**src/pkg/dmd_pkg.sv**
```systemverilog
package dmd_pkg;

  localparam int unsigned ADDR_W    = 8;
  localparam int unsigned DATA_W    = 8;
  localparam int unsigned RAM_BYTES = 256;
  localparam int unsigned SFR_SLOTS = 128;

  localparam logic [7:0] SFR_BASE    = 8'h80;
  localparam logic [7:0] BANK_TOP    = 8'h1F;
  localparam logic [7:0] BITRAM_BASE = 8'h20;
  localparam logic [7:0] BITRAM_TOP  = 8'h2F;
  localparam logic [3:0] BITSFR_NIB0 = 4'h0;
  localparam logic [3:0] BITSFR_NIB8 = 4'h8;
  localparam logic [1:0] BANK_RST    = 2'h0;

  typedef enum logic [1:0] {
    DMD_DIRECT,
    DMD_INDIRECT,
    DMD_BIT
  } dmd_mode_t;

  // request from the core
  typedef struct packed {
    logic       valid;
    logic       write;
    dmd_mode_t  mode;
    logic [7:0] addr;
    logic [7:0] wdata;
    logic       bit_val;
  } dmd_req_t;

  // routed access, one cycle after the request
  typedef struct packed {
    logic       valid;
    logic       to_sfr;
    logic       write;
    logic       bit_op;
    logic [2:0] bit_idx;
    logic [7:0] addr;
    logic [7:0] wdata;
    logic       bit_val;
    logic       bad_bit;
  } dmd_route_t;

endpackage : dmd_pkg

```
**src/logic/dmd_ram.sv**
```systemverilog
module dmd_ram (
  // clock only, no reset
  input  wire logic       clk_i,
  // access port
  input  wire logic       we_i,
  input  wire logic [7:0] addr_i,
  input  wire logic [7:0] wdata_i,
  output logic      [7:0] rdata_o
);

  logic [7:0] mem_r [dmd_pkg::RAM_BYTES];

  // no reset on the array: ram contents are undefined at power up
  always_ff @(posedge clk_i) begin
    if (we_i) begin
      mem_r[addr_i] <= wdata_i;
    end
  end

  always_ff @(posedge clk_i) begin
    rdata_o <= mem_r[addr_i];
  end

endmodule : dmd_ram

```
**src/logic/dmd_decoder.sv**
```systemverilog
// Overview of operation
// - direct accesses at 0x80..0xFF go to the register space, not ram
// - indirect accesses to the upper half reach general purpose ram
// - lower 128 bytes: direct and indirect reach the same ram byte
// - 256 bytes of data ram sit behind the decoder
// - lowest 32 ram bytes form four banks of working registers
// - the 16 bytes after the banks allow byte and bit access
// - registers with low nibble 0x0 or 0x8 allow bit operations
// - other registers are byte access only, bit operations refused
module dmd_decoder (
  // clock and reset
  input  wire logic              clk_i,
  input  wire logic              rst_n_i,
  // core request
  input  wire dmd_pkg::dmd_req_t req_i,
  input  wire logic              wreg_i,
  input  wire logic [2:0]        wreg_idx_i,
  input  wire logic [1:0]        bank_sel_i,
  input  wire logic              bank_sel_we_i,
  // register space side
  output dmd_pkg::dmd_route_t    sfr_o,
  input  wire logic [7:0]        sfr_rdata_i,
  // answer to core
  output logic                   rvalid_o,
  output logic [7:0]             rdata_o,
  output logic                   rbit_o,
  output logic                   bit_err_o,
  output logic [1:0]             bank_o
);

  function automatic logic sfr_bit_ok(input logic [7:0] a);
    return (a[3:0] == dmd_pkg::BITSFR_NIB0) ||
           (a[3:0] == dmd_pkg::BITSFR_NIB8);
  endfunction : sfr_bit_ok

  function automatic logic [7:0] bit_byte(input logic [7:0] b);
    if (b < dmd_pkg::SFR_BASE) begin
      return dmd_pkg::BITRAM_BASE + {4'h0, b[6:3]};
    end else begin
      return {b[7:3], 3'h0};
    end
  endfunction : bit_byte

  logic [1:0]          bank_r;
  dmd_pkg::dmd_route_t rt_nxt;
  dmd_pkg::dmd_route_t rt_r;
  logic [7:0]          ram_addr;
  logic                ram_we;
  logic [7:0]          ram_wdata;
  logic [7:0]          ram_rdata;

  always_ff @(posedge clk_i or negedge rst_n_i) begin
    if (!rst_n_i) begin
      bank_r <= dmd_pkg::BANK_RST;
    end else if (bank_sel_we_i) begin
      bank_r <= bank_sel_i;
    end
  end

  always_comb begin
    rt_nxt         = '0;
    rt_nxt.valid   = req_i.valid;
    rt_nxt.write   = req_i.write;
    rt_nxt.wdata   = req_i.wdata;
    rt_nxt.bit_val = req_i.bit_val;
    rt_nxt.addr    = req_i.addr;
    if (wreg_i) begin
      rt_nxt.addr = {3'h0, bank_r, wreg_idx_i};
    end else if (req_i.mode == dmd_pkg::DMD_BIT) begin
      rt_nxt.bit_op  = 1'b1;
      rt_nxt.bit_idx = req_i.addr[2:0];
      rt_nxt.addr    = bit_byte(req_i.addr);
      rt_nxt.to_sfr  = req_i.addr[7];
    end else if (req_i.mode == dmd_pkg::DMD_DIRECT) begin
      rt_nxt.to_sfr = req_i.addr[7];
    end else begin
      rt_nxt.to_sfr = 1'b0;
    end
    rt_nxt.bad_bit = rt_nxt.bit_op && rt_nxt.to_sfr &&
                     !sfr_bit_ok(rt_nxt.addr);
  end

  // the register space gets a registered view of the access
  always_ff @(posedge clk_i or negedge rst_n_i) begin
    if (!rst_n_i) begin
      rt_r <= '0;
    end else begin
      rt_r <= rt_nxt;
    end
  end

  // writes land one cycle after the request; a bit write merges into the
  // byte that the ram read on the request edge (read-modify-write)
  // limitation: the port is shared, so a write must not be followed at
  // once by another request; the core leaves one idle cycle
  assign ram_we    = rt_r.valid && rt_r.write && !rt_r.to_sfr;
  assign ram_addr  = ram_we ? rt_r.addr : rt_nxt.addr;
  assign ram_wdata = rt_r.bit_op ?
                     (ram_rdata & ~(8'h01 << rt_r.bit_idx)) |
                     ({7'h0, rt_r.bit_val} << rt_r.bit_idx) :
                     rt_r.wdata;

  dmd_ram u_ram (
    .clk_i   (clk_i),
    .we_i    (ram_we),
    .addr_i  (ram_addr),
    .wdata_i (ram_wdata),
    .rdata_o (ram_rdata)
  );

  always_ff @(posedge clk_i or negedge rst_n_i) begin
    if (!rst_n_i) begin
      sfr_o     <= '0;
      rvalid_o  <= 1'b0;
      rdata_o   <= 8'h00;
      rbit_o    <= 1'b0;
      bit_err_o <= 1'b0;
      bank_o    <= dmd_pkg::BANK_RST;
    end else begin
      sfr_o     <= rt_nxt.to_sfr ? rt_nxt : '0;
      rvalid_o  <= rt_r.valid && !rt_r.write;
      rdata_o   <= rt_r.to_sfr ? sfr_rdata_i : ram_rdata;
      rbit_o    <= rt_r.to_sfr ? sfr_rdata_i[rt_r.bit_idx] :
                   ram_rdata[rt_r.bit_idx];
      bit_err_o <= rt_r.valid && rt_r.bad_bit;
      bank_o    <= bank_r;
    end
  end
endmodule : dmd_decoder

```
**config.mk**
```make
export PLATFORM = sky130hd
export DESIGN_NAME = dmd_decoder
export DESIGN_NICKNAME = d
export VERILOG_FILES = /design/src/pkg/dmd_pkg.sv /design/src/logic/dmd_ram.sv /design/src/logic/dmd_decoder.sv
export SDC_FILE = /design/constraint.sdc
export NUM_CORES = 2
export LEC_CHECK = 0
export CORE_UTILIZATION = 33
export CTS_CLUSTER_DIAMETER = 60
export DETAILED_ROUTE_END_ITERATION = 6
export DONT_BUFFER_PORTS = 1
export PLACE_DENSITY = 0.47
export SYNTH_ARGS = -nofsm -noshare
export SYNTH_HDL_FRONTEND = slang
export SYNTH_SLANG_ARGS = --single-unit
```
**constraint.sdc**
```tcl
create_clock -name clk_i -period 10.5 [get_ports clk_i]
set_clock_uncertainty 0.15 [all_clocks]
set_input_delay 1.575 -clock clk_i [delete_from_list [all_inputs] [get_ports clk_i]]
set_output_delay 1.575 -clock clk_i [all_outputs]
set_load 0.05 [all_outputs]
```
**Word level (Yosys, flattened, before mapping)**

Memories as Yosys holds them, arrays and structs flattened. A register that Yosys moved wholly into a read port is not among the register bits.
Index checks and enable logic that the tools add are counted.

- Flip-flop bits (word level): 65
- Memory bits (writable): 2048
- Bits of input ports: 38
- Word-level logic and storage cells: 65
- Memories: 1

Memories:

| name | words | bits a word | read ports | clocked after Yosys merged registers in | wr ports | RTL line | RTL |
|---|---|---|---|---|---|---|---|
| u_ram.mem_r | 256 | 8 | 1 | 1 | 1 | dmd_ram.sv:11 | `logic [7:0] mem_r [dmd_pkg::RAM_BYTES];` |

- $add $sub $neg: 1
- Magnitude comparators: 2
- Equality and inequality tests: 2
- Shifts and indexed selects: 2
- Multiplexer cells: 18
- Bitwise operators: 3
- Reductions and logical operators: 12

Operators with widths:

| cell | count |
|---|---|
| 2-to-1 mux 8 bit | 5 |
| 2-to-1 mux 25 bit | 1 |
| 2-to-1 mux 12 bit | 1 |
| bitwise AND 8 bit | 1 |
| less-than comparator 8 bit, second input constant | 1 |
| 2-to-1 mux 1 bit | 8 |
| NOT 8 bit | 1 |
| bitwise OR 8 bit | 1 |
| << shifter 1 x 3 -> 8 bit | 1 |
| << shifter 1 x 3 -> 8 bit, first input constant | 1 |
| adder 6 x 4 -> 7 bit, first input constant | 1 |
| binary-select mux 1 bit (select 3 bit) | 2 |
| logical AND 1 bit | 6 |
| == test 4 bit, second input constant | 1 |
| logical NOT 4 bit | 1 |
| less-than comparator 3 x 4 -> 1 bit, second input constant | 1 |
| 2-to-1 mux 4 bit | 1 |
| logical NOT 1 bit | 3 |
| == test 2 bit, second input constant | 1 |
| logical NOT 2 bit | 1 |
| logical OR 1 bit | 1 |

**Depth between registers and ports, before layout**

- Depth after elaboration: 9
- Depth in mapped cells: 16

**By module**

Synthesis repeated with hierarchy kept, for this count alone.

- Cells, all modules: 3750
- Area total of the unflattened synthesis: 81142.8 µm²

By module, submodules not included:

| module | times used | cells an instance | area an instance (µm²) | sequential area each (µm²) |
|---|---|---|---|---|
| dmd_ram | 1 | 3547 | 78492.8 | 61659.1 |
| dmd_decoder | 1 | 203 | 2650.0 | 1601.5 |

**Worst setup path after synthesis**

Ideal clock, no wire load.

- Path type: reg-to-reg
- Start: reg rt_r[18] (netlist bit)
- End: mem u_ram.mem_r[0][1], data pin
- Setup time: 1579 ps
- Arrival: 7939 ps
- Data required time: 8771 ps
- Path slack: 832 ps
- Stages on the path, launching flop included: 5
- Buffers on the path: 1
- Cells stage by stage: dfrtp_1 -> clkbuf_1 -> nor3b_1 -> mux2i_1 -> a21oi_1

- Cells in the longest elaborated chain, start to end: 5
- Elaborated cells on any way between the ends: 6
- Classes of those cells: shift: 2; mux: 1; bitwise: 3

RTL lines:

| what | RTL line | RTL |
|---|---|---|
| start: declaration | dmd_decoder.sv:46 | `dmd_pkg::dmd_route_t rt_r;` |
| start signal: assignment | dmd_decoder.sv:88 | `rt_r <= rt_nxt;` |
| << shifter 1 x 3 -> 8 bit | dmd_decoder.sv:99 | `(ram_rdata & ~(8'h01 << rt_r.bit_idx)) \|` |
| NOT 8 bit | dmd_decoder.sv:99 |  |
| bitwise AND 8 bit | dmd_decoder.sv:99 |  |
| bitwise OR 8 bit (*) | dmd_decoder.sv:99 |  |
| 2-to-1 mux 8 bit (*) | dmd_decoder.sv:98 | `assign ram_wdata = rt_r.bit_op ?` |
| named net ram_wdata[1] | dmd_decoder.sv:49 | `logic [7:0] ram_wdata;` |
| end: declaration | dmd_ram.sv:11 |  |

The timed path passes the listed nets; every way through them passes the cells marked *.

**Worst setup path in the final report**

- Start: reg rt_r[23] (netlist bit)
- End: reg u_ram.rdata_o[1] (read register of u_ram.mem_r)

- Cells in the longest elaborated chain, start to end: 3

RTL lines:

| what | RTL line | RTL |
|---|---|---|
| logical NOT 1 bit | dmd_decoder.sv:96 | `assign ram_we = rt_r.valid && rt_r.write && !rt_r.to_sfr;` |
| logical AND 1 bit | dmd_decoder.sv:96 |  |
| 2-to-1 mux 8 bit | dmd_decoder.sv:97 | `assign ram_addr = ram_we ? rt_r.addr : rt_nxt.addr;` |
| end: declaration | dmd_ram.sv:8 | `output logic [7:0] rdata_o` |

No other way between the ends.
A chain may end at the register's enable or synchronous reset.

==> reports/metrics.yaml <==
reg2reg_depth: 12
worst_slew_pin_slew_ns: 1.39
path_clk_slew_ns: 0.06
ys_seq_elements: 2120
dr.pass1.iters: 7
core_area_mm2: 0.306
finalSetupTns_ns: 0
rows: 203
crit_chain: "and3b_1, buf_4, nand2_4, a21boi_4, buf_12, buf_4, mux4_2, and2_1, a2111oi_0, nand3_1, a22oi_1, nand4_1"
cts.sinks: 2120
p_sw_share_pct: 26.9
clk_path_buf_depth: 4
yosys.area.top_type_share_pct: 60.6
r2r_start: "rt_r[23]"
crit_fanout: 110
top_level_ports: 76
cpPeakStageDelay_ns: 0.92
worstSetupStartpointType: "flop"
critPathMostFrequentCell: "buf_4"
grt_usage_pct: 21.8
finalSetupViolations: 0
slew_viol_final: 0
period_minus_slack_ns: 6.16
die_area_mm2: 0.310
cp_slowest_cell: "dfrtp_1"
cts_setup_buffers: 0
htree_num_levels: 4
cts_buffers: 241
yosys_most_used_dff: "edfxtp_1"
synth_cells: 7837
clkLatencyLatePin_ns: 0.92
relSlewSlack_pct: 6.43
finalCritPeriodShare_pct: 58.7
status: "complete, no violations"
cts_tree: "yes"
synth-async-reset-ratio_pct: 3.02
post_synth.cell_area_avg_um2: 12.9
rsz0062_at_grt: "no"
die_w_um: 557
dieHeight_um: 557
final_util_pct: 36.9
seq_power_share_pct: 46.9
cts-root-buf: "clkbuf_16"
p_clk_share_pct: 40.4
required_ns: 11.08
drt_iter0_drc: 6566
cap_violations: 0
overflow: 0
post_dp_cell_area_mm2: 0.105
layout-drive-gt1-share_pct: 9.24
synthTopCellsByArea: "edfxtp_1 (61%), mux2i_1 (12%), nand2_1 (3.7%), o22ai_1 (2.7%), a21oi_1 (2.6%)"
internal_power_mw: 14.9
initial_core_util_pct: 33.2
pwr-share-comb_pct: 12.7
vdd_drop_max_v: 0.000138
reg2reg_slack_ns: 4.34
first_global_vias: 67600
wirelength_um: 348000
syn2layout_area_growth_pct: 11.4
p_leak_nw: 38.6
grt_pass1_wl_um: 498000
final_cell_area_mm2: 0.113
yosysSeqAreaShare_pct: 62.3
cp.arrival_ns: 6.74
ant_nets: 0
hold_violations: 0
antenna_found_initial: 19
synth_edf_count: 2048
dpl.hpwl_um: 199000
r2r_end: "u_ram.rdata_o[1]"
post_cts_resized: 0
yosysWarnings: 0
yosysUniqueCellTypes: 81
grt_max_degree: 520
hp-class: "input pin to async pin"
switching_power_mw: 5.48
clock.fmax_mhz: 162
critPathCaptureType: "flop"
drc: 0
hold_buffers: 0
viasPerCell: 5.80
wl_per_cell_um: 29.3
path_class: "flop to flop"
via_count: 68900
synth_top_area_cell: "edfxtp_1"
gp_congestion: 0.819
nets: 7621
io_buffers: 0
syn_area_mm2: 0.101
powerDensity_mw_per_mm2: 181
routing by layer:
layer  part of all wire, %  vias to the layer above  global-route usage (%)  routed length [µm]
li1                      -                    30100                       -                   -
met1                    44                    36000                    30.3              153000
met2                    48                     2301                    35.7              167000
met3                   5.5                      460                    2.68               19100
met4                   2.6                        8                    5.85                9130
met5                 0.016                        -                       0                  55
kinds of logic (layout without fill, tap and decap cells):
family,Yosys count,count (layout),share of synthesized area [%]
DFF,2120,2120,62.3
and+or+nand+nor,1974,1974,8.74
AOI/OAI and AO/OA,1674,1674,10.8
muxes,1406,1406,15.0
buffers and inverters,662,593,3.03
other,1,7,0.00370
final cells by class:
type,instances,area [µm²]
antenna,5,12.5
clock inverter,113,1000
inverter,7,26.3
sequential,2120,63300
timing repair buffer,157,1570
clock buffer,316,6520
tap,4100,5130
multi-input combinational,5056,35500
fill,29100,193000
worst max-delay path by stage:
stage,startpoint,depth (start not counted),to
2_1_floorplan,rt_r[18],4,u_ram.mem_r[0][1]
3_3_place_gp,wreg_idx_i[0],11,u_ram.rdata_o[6]
3_5_place_dp,wreg_idx_i[0],11,u_ram.rdata_o[1]
4_1_cts,rt_r[23],12,u_ram.rdata_o[1]
5_1_grt,rt_r[23],12,u_ram.rdata_o[1]
6_report,rt_r[23],12,u_ram.rdata_o[1]
metrics by stage:
step | worst slack (ns) | power [mW] | instances | hold slack (ns)
after global placement | 3.91 | 12.3 | 11400 | 0.233
after CTS | 4.25 | 20.5 | 11900 | 0.164
final | 4.34 | 20.4 | 11900 | 0.234
after detailed placement | 3.83 | 12.3 | 11400 | 0.247
after global routing | 3.98 | 21.0 | 11900 | 0.172
after floorplan | 0.832 | 11.3 | 7838 | 0.212
cell usage after synthesis (9+ instances only):
| library cell | instances |
|---|---|
| a211oi_1 | 58 |
| a211o_1 | 40 |
| a21oi_1 | 527 |
| buf_2 | 228 |
| o32a_1 | 17 |
| nand2_1 | 992 |
| o211ai_1 | 12 |
| dfrtp_1 | 64 |
| a22o_1 | 14 |
| a221oi_1 | 108 |
| nor2_1 | 296 |
| o22ai_1 | 440 |
| nand4_1 | 47 |
| a31oi_1 | 51 |
| edfxtp_1 | 2048 |
| a2111oi_0 | 22 |
| mux2_2 | 81 |
| buf_4 | 26 |
| mux2i_1 | 1238 |
| clkbuf_1 | 253 |
| buf_6 | 28 |
| o21ai_0 | 107 |
| a22oi_1 | 22 |
| nor3_1 | 221 |
| nor4_1 | 25 |
| o31a_1 | 9 |
| and2_1 | 124 |
| buf_1 | 120 |
| o22a_1 | 99 |
| nand3_1 | 110 |
| o32ai_1 | 87 |
| mux4_2 | 86 |
| or3_1 | 51 |
| or4_1 | 72 |
power groups by stage:
stage	Clock (mW)	Combinational, mW	Sequential (mW)
CTS	8.38	2.55	9.56
global placement	0	2.54	9.74
global route	8.69	2.72	9.56
floorplan	0	1.55	9.78
finish	8.25	2.59	9.56
detailed placement	0	2.55	9.74
worst max-delay path, delay by kind of cell, from the launching register on:
kind            cells  cell delay (ns)
compound gates      3             1.34
mux                 1             0.58
flops               1             0.92
buf+inv             3             1.44
simple gates        5             1.35
state kept, by name (all words and copies together), names as in the netlist:
name           flops
bit_err_o          1
rt_r              25
rdata_o            8
u_ram.mem_r     2048
bank_o             2
bank_r             2
u_ram.rdata_o      8
rbit_o             1
rvalid_o           1
sfr_o             24
placed cells by master (no fill, tap or decap), drive strengths merged, types with 17 or more instances in the layout:
cell type	count
clkinv	82
mux2	81
nand2	992
edfxtp	2048
nor3	223
or4	72
o21ai	115
o32a	17
nand3	110
a211oi	59
nor4	25
o22ai	441
a2111oi	24
or3	51
clkbuf	316
nor2	297
mux2i	1239
buf	157
a22oi	22
o32ai	87
a211o	40
and2	125
dfrtp	64
a31oi	51
a21oi	529
a221oi	109
bufinv	17
nand4	47
o22a	99
mux4	86
(Power assumes the default switching activity.)
